## src/common/ldc_pkg.sv

```systemverilog
// Package for the four-channel linear regulator control block.
// Assumes one synchronous clock domain; no register bus, all fields are plain ports.
package ldc_pkg;
    localparam int          LDC_CHANNELS    = 4;
    localparam int          LDC_CODE_W      = 4;
    localparam logic [3:0]  LDC_CODE_MIN    = 4'h0;    // Lowest set point, 1.5 V.
    localparam logic        LDC_ENABLE_RST  = 1'b0;
    // Soft-start ramp length in microseconds, and in cycles at 125 MHz.
    localparam int          LDC_CLK_MHZ     = 125;
    localparam int          LDC_RAMP_US     = 100;
    localparam int          LDC_RAMP_CYC    = LDC_RAMP_US * LDC_CLK_MHZ;
    // Discharge hold after disable, in microseconds and cycles.
    localparam int          LDC_DIS_US      = 100;
    localparam int          LDC_DIS_CYC     = LDC_DIS_US * LDC_CLK_MHZ;
    localparam int          LDC_CNT_W       = 16;

    // Operating mode of one regulator.
    typedef enum logic [2:0] {
        LDC_OFF    = 3'h1,
        LDC_NORMAL = 3'h2,
        LDC_SWITCH = 3'h4
    } ldc_mode_t;

    // Phase of a regulator's output sequencing.
    typedef enum logic [2:0] {
        LDC_IDLE   = 3'h1,
        LDC_RAMP   = 3'h2,
        LDC_ON     = 3'h4
    } ldc_phase_t;
endpackage : ldc_pkg

```

## src/common/ldc_chan_if.sv

```systemverilog
// Interface carrying one channel's settings into its sequencer and its state back.
// Assumes both ends share clk_in.
`timescale 1ns/1ns
`default_nettype none
interface ldc_chan_if;
    import ldc_pkg::*;
    logic                  active;      // Enable bit for the current state.
    logic                  switch_fuse; // Load-switch selector.
    logic                  enabled;     // Registered: regulating or switching.
    logic                  load_switch; // Registered: on as a load switch.
    logic                  ramping;
    logic                  discharging;
    logic                  pull_down;
    modport ctrl (output active, output switch_fuse, input enabled, input load_switch,
                  input ramping, input discharging, input pull_down);
    modport seq  (input active, input switch_fuse, output enabled, output load_switch,
                  output ramping, output discharging, output pull_down);
endinterface : ldc_chan_if
`default_nettype wire

```

## src/design/ldc_channel_seq.sv

```systemverilog
// One regulator's mode decoder, soft-start ramp and discharge timer.
// Assumes settings arrive synchronous to clk_in through ldc_chan_if.
`timescale 1ns/1ns
`default_nettype none
module ldc_channel_seq
    import ldc_pkg::*;
#(
    parameter int RAMP_CYC = LDC_RAMP_CYC,
    parameter int DIS_CYC  = LDC_DIS_CYC
) (
    // Clock and reset.
    input  wire logic      clk_in,
    input  wire logic      resetn_in,
    // Channel link.
    ldc_chan_if.seq        ch
);
    ldc_phase_t            phase, next_phase;
    logic [LDC_CNT_W-1:0]  ramp_cnt, next_ramp_cnt;
    logic [LDC_CNT_W-1:0]  dis_cnt, next_dis_cnt;
    ldc_mode_t             next_mode;
    logic                  pd, next_pd;
    // Output flags, decoded from the next values so that each leaves on a flop.
    logic                  en, next_en;
    logic                  ls, next_ls;
    logic                  ss, next_ss;
    logic                  dis, next_dis;

    ////////////////////////////////////////////////////////////////////////////
    // Next state: disabled wins over the selector, so the fuse cannot hold an output on.
    always_comb begin
        next_phase    = phase;
        next_ramp_cnt = ramp_cnt;
        next_dis_cnt  = (dis_cnt != '0) ? dis_cnt - 1'b1 : dis_cnt;
        next_mode     = LDC_OFF;
        next_pd       = 1'b1;
        if (!ch.active) begin
            next_mode = LDC_OFF;
            next_pd   = 1'b1;
            if (phase != LDC_IDLE) begin
                next_dis_cnt = LDC_CNT_W'(DIS_CYC);
            end
            next_phase    = LDC_IDLE;
            next_ramp_cnt = '0;
        end else begin
            next_mode = ch.switch_fuse ? LDC_SWITCH : LDC_NORMAL;
            next_pd   = 1'b0;
            next_dis_cnt = '0;
            unique case (phase)
                LDC_IDLE: begin
                    next_phase    = LDC_RAMP;
                    next_ramp_cnt = LDC_CNT_W'(RAMP_CYC);
                end
                LDC_RAMP: begin
                    next_ramp_cnt = ramp_cnt - 1'b1;
                    if (ramp_cnt == LDC_CNT_W'(1)) begin
                        next_phase = LDC_ON;
                    end
                end
                LDC_ON: begin
                    next_phase = LDC_ON;
                end
                default: begin
                    next_phase = LDC_IDLE;
                end
            endcase
        end
        // Flags for the ports follow the next values, one cycle ahead of their flops.
        next_en  = (next_mode != LDC_OFF);
        next_ls  = (next_mode == LDC_SWITCH);
        next_ss  = (next_phase == LDC_RAMP);
        next_dis = (next_dis_cnt != '0);
    end

    // Register stage.
    always_ff @(posedge clk_in) begin
        if (!resetn_in) begin
            phase    <= LDC_IDLE;
            ramp_cnt <= '0;
            dis_cnt  <= '0;
            en       <= 1'b0;
            ls       <= 1'b0;
            ss       <= 1'b0;
            dis      <= 1'b0;
            pd       <= 1'b1;
        end else begin
            phase    <= next_phase;
            ramp_cnt <= next_ramp_cnt;
            dis_cnt  <= next_dis_cnt;
            en       <= next_en;
            ls       <= next_ls;
            ss       <= next_ss;
            dis      <= next_dis;
            pd       <= next_pd;
        end
    end

    assign ch.enabled     = en;
    assign ch.load_switch = ls;
    assign ch.ramping     = ss;
    assign ch.discharging = dis;
    assign ch.pull_down   = pd;
endmodule : ldc_channel_seq
`default_nettype wire

```

## src/design/ldc_enable_voltage_ctrl.sv

```systemverilog
// Enable and voltage control for four linear regulators.
// Assumes fuse inputs are stable from reset and the sequencer strobes are synchronous.
// Assumes software holds off code writes for the one cycle after reset release.
// Analog parts take the flag outputs as levels; ramp and discharge lengths are counts here.
// Behaviour
// - Four independent channels, each with enables, selector and two voltage codes.
// - In run mode a clear run enable turns the output off.
// - In standby a clear standby enable turns the output off.
// - Power-up sequence sets enables of sequenced channels; others reset to zero.
// - Normal or load-switch choice comes only from the fuse selector bit.
// - Enable clear means disabled with pull-down, selector ignored.
// - Enable set and selector clear means normal regulation.
// - Enable set and selector set means load-switch operation.
// - Four-bit run code drives the output setting in run mode.
// - Four-bit standby code drives the output setting in standby.
// - Both codes load from the fuse default at power-up.
// - Codes span 1.5 V to 5.0 V; code zero is 1.5 V.
// - Disabled to enabled starts a soft-start ramp.
// - Enabled to disabled activates the discharge path.
`timescale 1ns/1ns
`default_nettype none
module ldc_enable_voltage_ctrl
    import ldc_pkg::*;
#(
    parameter int N        = LDC_CHANNELS,
    parameter int RAMP_CYC = LDC_RAMP_CYC,
    parameter int DIS_CYC  = LDC_DIS_CYC
) (
    // Clock and reset.
    input  wire logic                  clk_in,
    input  wire logic                  resetn_in,
    // System state: high for standby, low for run.
    input  wire logic                  standby_in,
    // Fuse configuration.
    input  wire logic [N-1:0]          reg_switch_mode_fuse_in,
    input  wire logic [N*4-1:0]        reg_voltage_fuse_default_in,
    input  wire logic [N-1:0]          seq_member_fuse_in,
    // Power-up sequencer: set enables of sequenced members.
    input  wire logic                  seq_power_up_in,
    // Software writes.
    input  wire logic [N-1:0]          run_enable_wr_in,
    input  wire logic [N-1:0]          standby_enable_wr_in,
    input  wire logic [N-1:0]          run_code_wr_in,
    input  wire logic [N-1:0]          standby_code_wr_in,
    input  wire logic [N-1:0]          enable_wdata_in,
    input  wire logic [N*4-1:0]        code_wdata_in,
    // Field read-back.
    output logic [N-1:0]               reg_run_enable_out,
    output logic [N-1:0]               reg_standby_enable_out,
    output logic [N*4-1:0]             reg_run_voltage_code_out,
    output logic [N*4-1:0]             reg_standby_voltage_code_out,
    // Analog controls per channel.
    output logic [N-1:0]               enabled_out,
    output logic [N-1:0]               load_switch_out,
    output logic [N-1:0]               pull_down_out,
    output logic [N-1:0]               soft_start_out,
    output logic [N-1:0]               discharge_out,
    output logic [N*4-1:0]             voltage_set_out
);
    // Width of one channel's code nibble inside the packed buses.
    localparam int CW = LDC_CODE_W;

    // Field state.
    logic [N-1:0]    run_en, next_run_en;
    logic [N-1:0]    stby_en, next_stby_en;
    logic [N*CW-1:0] run_code, next_run_code;
    logic [N*CW-1:0] stby_code, next_stby_code;
    logic            loaded, next_loaded;
    // Enable and code of the current system state.
    logic [N-1:0]    cur_en;
    logic [N*CW-1:0] cur_code;
    // Per-channel flags, each straight from a flop in its sequencer.
    logic [N-1:0]    ch_en, ch_ls, ch_ss, ch_dis, ch_pd;
    // Output staging.
    logic [N-1:0]    o_en, o_ls, o_pd, o_ss, o_dis;
    logic [N*CW-1:0] o_v, next_o_v;

    ////////////////////////////////////////////////////////////////////////////
    // Enable fields. Reset clears them all; a channel in the power-up sequence has both
    // bits set by the sequencer strobe, which beats a software write of zero in the same
    // cycle so that a stray write cannot keep a sequenced rail down.
    always_comb begin
        next_run_en  = run_en;
        next_stby_en = stby_en;
        for (int i = 0; i < N; i++) begin
            if (run_enable_wr_in[i]) begin
                next_run_en[i] = enable_wdata_in[i];
            end
            if (standby_enable_wr_in[i]) begin
                next_stby_en[i] = enable_wdata_in[i];
            end
            if (seq_power_up_in && seq_member_fuse_in[i]) begin
                next_run_en[i]  = 1'b1;
                next_stby_en[i] = 1'b1;
            end
        end
    end

    // Enable registers. Every channel starts off, whatever its fuses say, until the
    // sequencer strobe or software turns it on.
    always_ff @(posedge clk_in) begin
        if (!resetn_in) begin
            run_en  <= {N{LDC_ENABLE_RST}};
            stby_en <= {N{LDC_ENABLE_RST}};
        end else begin
            run_en  <= next_run_en;
            stby_en <= next_stby_en;
        end
    end

    ////////////////////////////////////////////////////////////////////////////
    // Voltage code fields. The first cycle after reset loads both codes from the fuse
    // default, so a code write in that cycle is lost; software must wait one cycle.
    // The trade keeps the fuse load to a single cycle with no extra handshake.
    always_comb begin
        next_run_code  = run_code;
        next_stby_code = stby_code;
        next_loaded    = 1'b1;
        for (int i = 0; i < N; i++) begin
            if (run_code_wr_in[i]) begin
                next_run_code[i*CW +: CW] = code_wdata_in[i*CW +: CW];
            end
            if (standby_code_wr_in[i]) begin
                next_stby_code[i*CW +: CW] = code_wdata_in[i*CW +: CW];
            end
            if (!loaded) begin
                next_run_code[i*CW +: CW]  = reg_voltage_fuse_default_in[i*CW +: CW];
                next_stby_code[i*CW +: CW] = reg_voltage_fuse_default_in[i*CW +: CW];
            end
        end
    end

    // Code registers; codes sit at the lowest set point until the fuse load, so a
    // rail that is somehow on during that cycle never sees a high target.
    always_ff @(posedge clk_in) begin
        if (!resetn_in) begin
            run_code  <= {N{LDC_CODE_MIN}};
            stby_code <= {N{LDC_CODE_MIN}};
            loaded    <= 1'b0;
        end else begin
            run_code  <= next_run_code;
            stby_code <= next_stby_code;
            loaded    <= next_loaded;
        end
    end

    ////////////////////////////////////////////////////////////////////////////
    // Current-state selection. One mux feeds both the channel enables and the applied
    // code, so a change of system state moves enable and voltage in the same cycle and
    // the two can never disagree about which state is current.
    always_comb begin
        cur_en   = standby_in ? stby_en : run_en;
        cur_code = standby_in ? stby_code : run_code;
    end

    ////////////////////////////////////////////////////////////////////////////
    // Per-channel sequencers, one instance each so channels stay independent.
    // The load-switch choice is wired from the fuse only; no software field can
    // reach it, so a bad write cannot turn a regulator into a bare switch.
    for (genvar g = 0; g < N; g++) begin : g_ch
        ldc_chan_if chif ();
        assign chif.active      = cur_en[g];
        assign chif.switch_fuse = reg_switch_mode_fuse_in[g];
        assign ch_en[g]         = chif.enabled;
        assign ch_ls[g]         = chif.load_switch;
        assign ch_ss[g]         = chif.ramping;
        assign ch_dis[g]        = chif.discharging;
        assign ch_pd[g]         = chif.pull_down;
        ldc_channel_seq #(
            .RAMP_CYC (RAMP_CYC),
            .DIS_CYC  (DIS_CYC)
        ) u_seq (
            .clk_in    (clk_in),
            .resetn_in (resetn_in),
            .ch        (chif)
        );
    end

    ////////////////////////////////////////////////////////////////////////////
    // Applied set point. It follows the current state whether or not the channel is on,
    // so a regulator that is later enabled ramps straight towards the right level.
    // A code written while a channel runs moves the set point without a new ramp.
    always_comb begin
        next_o_v = cur_code;
    end

    // Set point register. The code lands one cycle after the field or the state changes;
    // the field itself needs a cycle more after its write strobe.
    always_ff @(posedge clk_in) begin
        if (!resetn_in) begin
            o_v <= {N{LDC_CODE_MIN}};
        end else begin
            o_v <= next_o_v;
        end
    end

    ////////////////////////////////////////////////////////////////////////////
    // Analog controls. Each flag is decoded one step early inside its sequencer and
    // registered there, so the ports leave straight from flops with no glue between.
    always_comb begin
        for (int i = 0; i < N; i++) begin
            o_en[i]  = ch_en[i];
            o_ls[i]  = ch_ls[i];
            o_pd[i]  = ch_pd[i];
            o_ss[i]  = ch_ss[i];
            o_dis[i] = ch_dis[i];
        end
    end

    // Field read-back straight from the field registers.
    assign reg_run_enable_out           = run_en;
    assign reg_standby_enable_out       = stby_en;
    assign reg_run_voltage_code_out     = run_code;
    assign reg_standby_voltage_code_out = stby_code;

    // Analog controls and the applied set point.
    assign enabled_out                  = o_en;
    assign load_switch_out              = o_ls;
    assign pull_down_out                = o_pd;
    assign soft_start_out               = o_ss;
    assign discharge_out                = o_dis;
    assign voltage_set_out              = o_v;
endmodule : ldc_enable_voltage_ctrl
`default_nettype wire

```

## config.mk

```make
export PLATFORM = sky130hd
export DESIGN_NAME = ldc_enable_voltage_ctrl
export DESIGN_NICKNAME = d
export VERILOG_FILES = /design/src/common/ldc_pkg.sv /design/src/common/ldc_chan_if.sv /design/src/design/ldc_channel_seq.sv /design/src/design/ldc_enable_voltage_ctrl.sv
export SDC_FILE = /design/constraint.sdc
export NUM_CORES = 1
export LEC_CHECK = 0
export BUFFER_PORTS_ARGS = -buffer_cell sky130_fd_sc_hd__buf_2
export CAP_MARGIN = 20
export CORE_MARGIN = 2
export CORE_UTILIZATION = 57
export DETAILED_ROUTE_END_ITERATION = 12
export PLACE_DENSITY = 0.76
export SYNTH_ARGS = -nofsm -noshare
export SYNTH_HDL_FRONTEND = slang
export SYNTH_SLANG_ARGS = --single-unit
```

## constraint.sdc

```tcl
create_clock -name clk_in -period 3 [get_ports clk_in]
set_clock_uncertainty 0.05 [all_clocks]
set_input_delay 0.3 -clock clk_in [delete_from_list [all_inputs] [get_ports clk_in]]
set_output_delay 0.3 -clock clk_in [all_outputs]
set_load 0.01 [all_outputs]
```

Yosys cells after proc, flatten, opt, wreduce, memory -nomap -nowiden
Index checks and enable logic that the tools add are counted.

cells by class
  eq/ne operators = 40
  shift-type cells = 0
  mux-type cells = 75
  multipliers = 0
  reduce and logical (&&, ||, !) cells = 28
  bitwise operators = 0
  add/subtract/negate cells = 8
  $lt $le $gt $ge = 0
  divide/modulo/power cells = 0

operators with widths
  operator                                                                  number
  16-bit two-way mux                                                        13
  16-bit case mux with 2 select lines                                       4
  16-bit nonzero test                                                       8
  16-bit by 1-bit subtractor with 16-bit output (second input constant)     8
  4-bit two-way mux                                                         17
  16-bit by 1-bit equality test with 1-bit output (second input constant)   4
  3-bit two-way mux                                                         16
  3-bit case mux with 3 select lines                                        4
  3-bit by 2-bit equality test with 1-bit output (second input constant)    8
  3-bit equality test (second input constant)                               8
  3-bit by 1-bit inequality test with 1-bit output (second input constant)  8
  2-bit nonzero test                                                        12
  1-bit two-way mux                                                         21
  2-bit inequality test (second input constant)                             8
  3-bit by 1-bit equality test with 1-bit output (second input constant)    4
  2-bit AND reduction                                                       4
  1-bit logical AND                                                         4

word-level totals
  register bits = 217
  memories = 0
  memory bits (writable) = 0
  ROM bits = 0
  latch bits = 0
  bits of input ports = 64
  word-level logic and storage cells = 201

Longest topological paths before layout
Gate-level depths: netlist of the first run.

  word-level depth = 5
  mapped depth = 10
  gate-level depth less buffers = 9

Cells and area by module
A second synthesis of the first run with hierarchy kept.

unflattened totals
  cells, all modules = 1,102
  area total of the unflattened synthesis = 10,156.0 um^2

by module, submodules not included
  module                               times used  cells each  area an instance (um^2)
  ldc_channel_seq (g_ch[0].u_seq ...)  2           220         1,938.1
  ldc_channel_seq (g_ch[2].u_seq ...)  2           215         1,894.3
  ldc_enable_voltage_ctrl              1           232         2,491.1

Least setup slack after synthesis of the first run
Ideal clock, no wire load.

  path kind = reg2reg
  from = register g_ch[1].u_seq.dis_cnt[0]
  to = register g_ch[1].u_seq.dis
  setup time = 0.130 ns
  data required time = 2.820 ns
  data arrival time = 2.402 ns
  path buffers = 0
  path slack = 0.417 ns
  stages on the path, launching flop included = 10
  cells stage by stage = dfxtp_1 inv_1 ha_1 or3b_2 or2_2 or3_1 xnor2_1 a211o_1 nor4_1 o22ai_1

between the ends
  word-level cells in the longest chain between the ends = 5
  elaborated cells on any way between the ends = 6
  those cells by class = 1 x add/sub; 3 x mux; 2 x reduce/logical

RTL lines
  item                                                                                         line                   RTL
  from (decl)                                                                                  ldc_channel_seq.sv:19  logic [LDC_CNT_W-1:0] dis_cnt, next_dis_cnt;
  from (signal assigned)                                                                       ldc_channel_seq.sv:88  dis_cnt <= next_dis_cnt;
  16-bit by 1-bit subtractor with 16-bit output / 16-bit nonzero test (equally long branches)  ldc_channel_seq.sv:33  next_dis_cnt = (dis_cnt != '0) ? dis_cnt - 1'b1 : dis_cnt;
  16-bit two-way mux *                                                                         ldc_channel_seq.sv:33
  16-bit two-way mux *                                                                         ldc_channel_seq.sv:39  if (phase != LDC_IDLE) begin
  16-bit two-way mux *                                                                         ldc_channel_seq.sv:36  if (!ch.active) begin
  16-bit nonzero test *                                                                        ldc_channel_seq.sv:71  next_dis = (next_dis_cnt != '0);
  to (signal assigned)                                                                         ldc_channel_seq.sv:92  dis <= next_dis;
  to (decl)                                                                                    ldc_channel_seq.sv:26  logic dis, next_dis;

Mark *: on every way between the ends. The rest lies on a longest branch, timed or not.
A chain may end at the register's enable or synchronous reset.

Final worst setup path of the first run
Same ends and word-level chain as after synthesis.

==> impl_summary.txt, run 1 <==
----------------------------------------------------
[Status]
  Run status ... finished, final reports clean

[Yosys]
  Share of the synthesized area in the top cell type ... 43.9%
  Count of mapped cells out of synthesis ... 1131
  Dominant cells by area after synthesis ... dfxtp_1, mux2i_1, nor2_1, a21oi_1, nor3_1
  Syn Area/Cell ... 8.75 um2
  Post-synthesis instance area ... 9890 um2
  Yosys warning count ... 0
  Main flop type after synthesis ... dfxtp_1
  Sequential share of the synthesized area ... 43.9%
  Post-synth EDFFs ... 0
  Top cell type by total area after synthesis ... dfxtp_1
  Most instantiated library cell after synthesis ... dfxtp_1
  Net count after synthesis ... 1211
  Synthesis-stage register bit count ... 217
  Cell types with the highest counts after synthesis ... dfxtp_1, nor2_1, a21oi_1
  Proportion of synthesized flip-flops having asynchronous set or reset ... 0%
  Number of distinct standard cells referenced by the synthesized netlist ... 63

[Drt]
  Detailed route wirelength on metal2 ... 10500 um
  Total length of routed wires ... 22800 um
  Number of violations reported at the end of detailed-routing iteration 0 ... 519
  Met3 WL post-DR ... 1550 um
  Total via count after detailed routing ... 8574
  Mean routed wirelength per cell ... 15.4 um
  DR top layer ... met4
  DRT met1 WL ... 10200 um
  Antenna-violating nets left ... 0
  Via-to-Cell Ratio ... 5.77
  Pre-Repair DR Iteration Count ... 6
  DRC viols ... 0

[Pwr]
  Sequential fraction of design power ... 34.2%
  Power density over cell area ... 1000 nW/um2
  Share of total power in combinational logic ... 39.3%
  Tot Pwr ... 11.5 mW
  Worst voltage drop across the vdd grid ... 504 uV
  Clock share of power ... 26.5%
  Switching power as a share of total power ... 37.0%
  Leakage power total ... 4.78 nW
  Total internal power ... 7.26 mW
  Switching component of the power ... 4.27 mW

[Finish]
  Final net count ... 1326
  Share of post-route cells with drive strength above 1 ... 17.6%
  Number of fillers in the final layout ... 1449
  Area added between synthesis and finish ... 16.4%
  Layout Cells excl Fill ... 1486
  Number of inserted diodes ... 0
  Layout Utilization ... 67.2%

[Worst hold path]
  Hold Crit Depth ... 3
  Worst min-delay path category ... in -> reg
  HP Start ... seq_member_fuse_in[1]
  Worst hold path endpoint ... reg_standby_enable_out[1]$_SDFFE_PN0P_

[Critical path]
  Req. time, crit path ... 3310 ps
  R2r worst-path depth ... 9
  CP arrival ... 3150 ps
  Worst-path fanout max ... 5
  R2r endpoint ... g_ch[1].u_seq.ch.discharging$_SDFF_PN0_
  Reg2reg setup slack ... 160 ps
  Ordered cell list for the critical path ... inv_1 -> ha_1 -> or3b_2 -> or2_2 -> or3_1 -> xnor2_1 -> a211o_1 -> nor4_1 -> o22ai_1
  Crit Path Class ... reg -> reg
  Biggest cell delay along the critical path ... 510 ps
  Nature of the critical path startpoint ... register
  Crit end category ... register
  Launching point of the worst reg2reg path ... g_ch[1].u_seq.dis_cnt[0]$_SDFF_PN0_
  Critical-path top delay cell ... or3b_2

[GRT]
  Global Route Usage Sum ... 24.2%
  Maximum number of pins on one net before global-route repair ... 49
  Via count of the first global-routing pass ... 7918
  First-pass GRT wire length ... 36900 um
  Antenna violations before repair ... 0
  Aggregate global routing overflow ... 0

[Clock network]
  Buffer depth of the longest clock path ... 3
  Later-pin clock latency in the skew report ... 510 ps
  TritonCTS clock tree ... built
  Clock-pin slew reported for the worst setup and hold paths after clock tree synthesis ... 60 ps
  Clock root cell ... clkbuf_16
  Clock buffer count from CTS ... 23
  CTS sink count ... 217
  Deepest level of the CTS H-tree ... 1

[Die]
  Horiz. Die Dim ... 136 um
  Number of core rows ... 48
  Die height ... 136 um
  Starting density of the core ... 57.8%
  Total die area ... 18400 um2
  Total I/O pin count ... 140
  Core outline area ... 17100 um2

[STA]
  Fmax ... 352 MHz
  Period Utilization, post-route ... 94.8%
  Minimum clock period ... 2840 ps
  Max-Slew Margin vs Limit ... 48.6%
  Count of final max-slew check failures ... 0
  Final setup viols ... 0
  Final-layout setup total negative slack ... 0 ps
  Slew at the pin closest to its max-slew limit ... 770 ps
  Hold violation count in the final report ... 0
  Worst hold slack ... 33.9 ps
  RSZ-0062 raised after global routing ... no

[Flow run]
  MaxCap Viol Count ... 0

[Placement]
  Routability cong. ... 0.924
  Total placed cells including tap cells ... 1441
  Number of port buffers ... 139
  Post-detailed-placement half-perimeter wirelength ... 16200 um

----------------------------------------------------
[flip-flops by register name, summed over array words and instances, names as in the netlist]
| signal | flops |
|---|---|
| g_ch.u_seq.dis_cnt | 64 |
| g_ch.u_seq.ramp_cnt | 64 |
| reg_run_voltage_code_out | 16 |
| reg_standby_voltage_code_out | 16 |
| voltage_set_out | 16 |
| g_ch.u_seq.phase | 12 |
| g_ch.u_seq.ch.discharging | 4 |
| g_ch.u_seq.ch.enabled | 4 |
| g_ch.u_seq.ch.load_switch | 4 |
| g_ch.u_seq.ch.pull_down | 4 |
| g_ch.u_seq.ch.ramping | 4 |
| reg_run_enable_out | 4 |
| reg_standby_enable_out | 4 |
| loaded | 1 |
[placed cells by master (no fill, tap or decap), types with 11 or more instances in the layout]
| cell | instances |
|---|---|
| a211oi_1 | 30 |
| a21oi_1 | 102 |
| a31oi_1 | 11 |
| and2_1 | 13 |
| buf_2 | 139 |
| buf_4 | 11 |
| clkbuf_16 | 23 |
| dfxtp_1 | 217 |
| ha_1 | 16 |
| inv_1 | 30 |
| mux2i_1 | 63 |
| nand2_1 | 79 |
| nand3_1 | 24 |
| nand3b_1 | 11 |
| nor2_1 | 142 |
| nor3_1 | 60 |
| nor4_1 | 27 |
| o21ai_0 | 31 |
| or3_1 | 19 |
| or4_1 | 14 |
| xnor2_1 | 22 |
| xor2_1 | 19 |
[layout make-up]
cell class,count,area (um2),share of cell area [%]
Sequential cell,217,4340,37.7
Tap cell,225,282,2.45
Inverter,30,113,0.978
Timing Repair Buffer,154,818,7.11
Multi-Input combinational cell,820,5130,44.6
Clock inverter,11,186,1.62
Clock buffer,29,638,5.54
[worst max-delay path, delay by kind of cell, from the launching register on]
family                   cells  cell delay [ps]
AND/OR/NAND/NOR              4             1470
AO/OA/AOI/OAI                2              410
flip-flops                   1              350
adder cells (fa/ha/maj)      1              180
XOR/XNOR                     1              140
buffers and inverters        1              120
[routing by layer]
layer | GRT usage (%) | up-vias
met5 | 0 | -
met4 | 8.74 | 0
met3 | 3.59 | 48
met2 | 41.6 | 278
met1 | 30.9 | 3937
li1 | - | 4311
[how the worst max path moves through the flow]
| stage | start | end | slack (ps) | depth (start not counted) |
|---|---|---|---|---|
| after CTS | g_ch[1].u_seq.dis_cnt[0]$_SDFF_PN0_ | g_ch[1].u_seq.ch.discharging$_SDFF_PN0_ | 180 | 9 |
| after floorplan | g_ch[1].u_seq.dis_cnt[0]$_SDFF_PN0_ | g_ch[1].u_seq.ch.discharging$_SDFF_PN0_ | 420 | 9 |
| final | g_ch[1].u_seq.dis_cnt[0]$_SDFF_PN0_ | g_ch[1].u_seq.ch.discharging$_SDFF_PN0_ | 160 | 9 |
| after detailed placement | g_ch[1].u_seq.dis_cnt[0]$_SDFF_PN0_ | g_ch[1].u_seq.ch.discharging$_SDFF_PN0_ | 180 | 9 |
| after global placement | g_ch[1].u_seq.dis_cnt[0]$_SDFF_PN0_ | g_ch[1].u_seq.ch.discharging$_SDFF_PN0_ | 240 | 9 |
| after global routing | g_ch[0].u_seq.dis_cnt[0]$_SDFF_PN0_ | g_ch[0].u_seq.ch.discharging$_SDFF_PN0_ | 6 | 9 |
[power by group through the flow]
stage | Sequential (mW) | Combinational (mW) | Clock, mW
after floorplan | 3.88 | 3.59 | 0
after global placement | 3.98 | 4.37 | 0
after detailed placement | 3.99 | 4.42 | 0
after CTS | 3.94 | 4.47 | 3.12
after global routing | 4.03 | 5.06 | 3.23
final | 3.95 | 4.53 | 3.05
[metrics by stage]
stage | instance area [um2] | worst slack, ps
floorplan | 9890 | 417
global placement | 10600 | 244
detailed placement | 10600 | 182
CTS | 11500 | 183
global route | 11500 | 5.81
finish | 11500 | 156
[kinds of logic (layout without fill, tap and decap cells)]
family / after synthesis / count (layout) / share of synthesized area, %
mux: 73 / 73 / 7.51
simple gates: 469 / 469 / 24.9
xor+xnor: 41 / 41 / 3.63
buf+inv: 94 / 224 / 4.35
compound gates: 221 / 221 / 13.6
flops: 217 / 217 / 43.9
fa+ha+maj: 16 / 16 / 2.02
[what timing repair did]
item	in CTS	in global routing
setup buffers	0	1
gates resized for setup	0	1
endpoints found under the hold margin	5	0
hold buffers	4	0
endpoints found under the setup margin	0	2
No activity file was read; power rests on OpenSTA's default activity.
==> inputs of run 2 (changes only) <==
--- a/config.mk
+++ b/config.mk
@@ -7,8 +7,10 @@
 export LEC_CHECK = 0
 export BUFFER_PORTS_ARGS = -buffer_cell sky130_fd_sc_hd__buf_2
 export CAP_MARGIN = 20
+export CELL_PAD_IN_SITES_DETAIL_PLACEMENT = 1
+export CELL_PAD_IN_SITES_GLOBAL_PLACEMENT = 1
 export CORE_MARGIN = 2
-export CORE_UTILIZATION = 57
+export CORE_UTILIZATION = 43
 export DETAILED_ROUTE_END_ITERATION = 12
 export PLACE_DENSITY = 0.76
 export SYNTH_ARGS = -nofsm -noshare
==> impl_summary.txt, run 2 (synthesis results as in run 1) <==
----------------------------------------------------
[Critical path]
  R2r endpoint ... g_ch[1].u_seq.ch.discharging$_SDFF_PN0_
  CP arrival ... 3190 ps
  R2r worst-path depth ... 9
  Worst-path fanout max ... 5
  Req. time, crit path ... 3340 ps
  Launching element of the worst setup path ... g_ch[1].u_seq.dis_cnt[0]$_SDFF_PN0_
  Crit Path Class ... reg -> reg
  Crit end category ... register
  Crit path capture ... g_ch[1].u_seq.ch.discharging$_SDFF_PN0_
  Launching point of the worst reg2reg path ... g_ch[1].u_seq.dis_cnt[0]$_SDFF_PN0_
  Nature of the critical path startpoint ... register
  Reg2reg setup slack ... 150 ps

[Finish]
  Largest registers ranked by flip-flop count ... g_ch.u_seq.dis_cnt x64, g_ch.u_seq.ramp_cnt x64
  Layout Cells excl Fill ... 1554
  Area added between synthesis and finish ... 17.4%
  Number of fillers in the final layout ... 2715
  Final net count ... 1333
  Final Cell Area ... 11600 um2
  Layout Utilization ... 51.3%
  Share of post-route cells with drive strength above 1 ... 18.0%
  Number of inserted diodes ... 0
  Commonest non-fill, non-tap cell in the layout ... dfxtp_1
  Commonest cells after routing, fill and taps aside ... dfxtp_1, nor2_1, buf_2

[Pwr]
  Total internal power ... 7.22 mW
  Switching power as a share of total power ... 38.4%
  Sequential fraction of design power ... 33.9%
  Share of total power in combinational logic ... 40.0%
  Leakage power total ... 4.80 nW
  Power density over cell area ... 1010 nW/um2
  Switching component of the power ... 4.50 mW
  Worst voltage drop across the vdd grid ... 527 uV
  Clock share of power ... 26.1%

[Drt]
  Via-to-Cell Ratio ... 5.60
  Mean routed wirelength per cell ... 16.8 um
  DRC viols ... 0
  Total via count after detailed routing ... 8698
  Total length of routed wires ... 26200 um
  Pre-Repair DR Iteration Count ... 4
  Antenna-violating nets left ... 0
  Number of violations reported at the end of detailed-routing iteration 0 ... 327

[STA]
  Max-Slew Margin vs Limit ... 49.0%
  Hold violation count in the final report ... 0
  Final-layout setup total negative slack ... 0 ps
  Final setup viols ... 0
  Count of final max-slew check failures ... 0
  RSZ-0062 raised after global routing ... no
  Fmax ... 351 MHz
  Period Utilization, post-route ... 95.0%
  Minimum clock period ... 2850 ps
  Slew at the pin closest to its max-slew limit ... 764 ps

[GRT]
  Maximum number of pins on one net before global-route repair ... 49
  Antenna violations before repair ... 0
  First-pass GRT wire length ... 43200 um
  Via count of the first global-routing pass ... 8763
  Aggregate global routing overflow ... 0
  Global Route Usage Sum ... 21.3%

[Clock network]
  Buffer depth of the longest clock path ... 3
  Clock root cell ... clkbuf_16
  Clock buffer count from CTS ... 25
  CTS sink count ... 217
  Clock-pin slew reported for the worst setup and hold paths after clock tree synthesis ... 60 ps
  Deepest level of the CTS H-tree ... 1
  Later-pin clock latency in the skew report ... 530 ps
  TritonCTS clock tree ... built

[Die]
  Total die area ... 24200 um2
  Total I/O pin count ... 140
  Number of core rows ... 55
  Starting density of the core ... 43.7%
  Core outline area ... 22600 um2
  Horiz. Die Dim ... 156 um
  Die height ... 156 um

[Status]
  Run status ... finished, final reports clean

[Flow run]
  MaxCap Viol Count ... 0

[Placement]
  Placed inst area ... 10800 um2
  Routability cong. ... 0.836
  Number of port buffers ... 139
  Total placed cells including tap cells ... 1508
  Post-detailed-placement half-perimeter wirelength ... 18800 um

[Worst hold path]
  Worst min-delay path category ... in -> reg
  HP Start ... seq_member_fuse_in[1]

----------------------------------------------------
[run 2: repair_timing]
item | 4_1_cts | 5_1_grt
setup buffers | 0 | 0
resized for setup | 0 | 1
setup endpoints to repair | 0 | 1
hold buffers | 3 | 0
endpoints found under the hold margin | 3 | 0
[run 2: metal layers]
metal | vias up | track usage (%) | share of wire [%]
met5 | - | 0 | 0
met4 | 0 | 4.63 | 1.4
met3 | 29 | 3.56 | 4.7
met2 | 175 | 38.7 | 49
met1 | 4182 | 26.6 | 45
li1 | 4312 | - | -
[run 2: final cells by class]
cell class	instances	area [um2]	area share, %
clock inverter	9	126	1.09
timing repair buffer	159	853	7.35
inverter	30	113	0.970
tap	285	357	3.07
multi-input combinational	820	5130	44.2
clock buffer	34	689	5.94
sequential	217	4340	37.4
[run 2: stage by stage]
stage	power (mW)	hold WS, ps	setup slack, ps
final	11.7	12.5	151
after global routing	12.6	2.77	2.91
after CTS	11.8	1.84	112
after detailed placement	8.63	404	123
after global placement	8.53	398	221
after floorplan	7.48	278	417
[run 2: critical path: stages, from the launching register on]
cell     delay (ps)
dfxtp_1         350
inv_1           120
ha_1            190
or3b_2          510
or2_2           310
or3_1           330
xnor2_1         160
a211o_1         310
nor4_2          270
o22ai_1         110
[run 2: worst min-delay path by stage]
| stage | endpoint | slack (ps) | depth (start not counted) |
|---|---|---|---|
| floorplan | loaded$_DFF_P_ | 280 | 0 |
| global placement | g_ch[3].u_seq.ramp_cnt[10]$_SDFFE_PN0P_ | 400 | 2 |
| detailed placement | g_ch[3].u_seq.ramp_cnt[10]$_SDFFE_PN0P_ | 400 | 2 |
| CTS | reg_standby_enable_out[1]$_SDFFE_PN0P_ | 2 | 3 |
| global route | reg_run_enable_out[1]$_SDFFE_PN0P_ | 3 | 3 |
| finish | reg_standby_enable_out[1]$_SDFFE_PN0P_ | 10 | 3 |
[run 2: power groups by stage]
stage	Combinational (mW)	Clock (mW)	Sequential, mW
2_1_floorplan	3.59	0	3.88
3_3_place_gp	4.53	0	4.00
3_5_place_dp	4.61	0	4.02
4_1_cts	4.68	3.13	3.97
5_1_grt	5.29	3.25	4.06
6_report	4.69	3.05	3.98
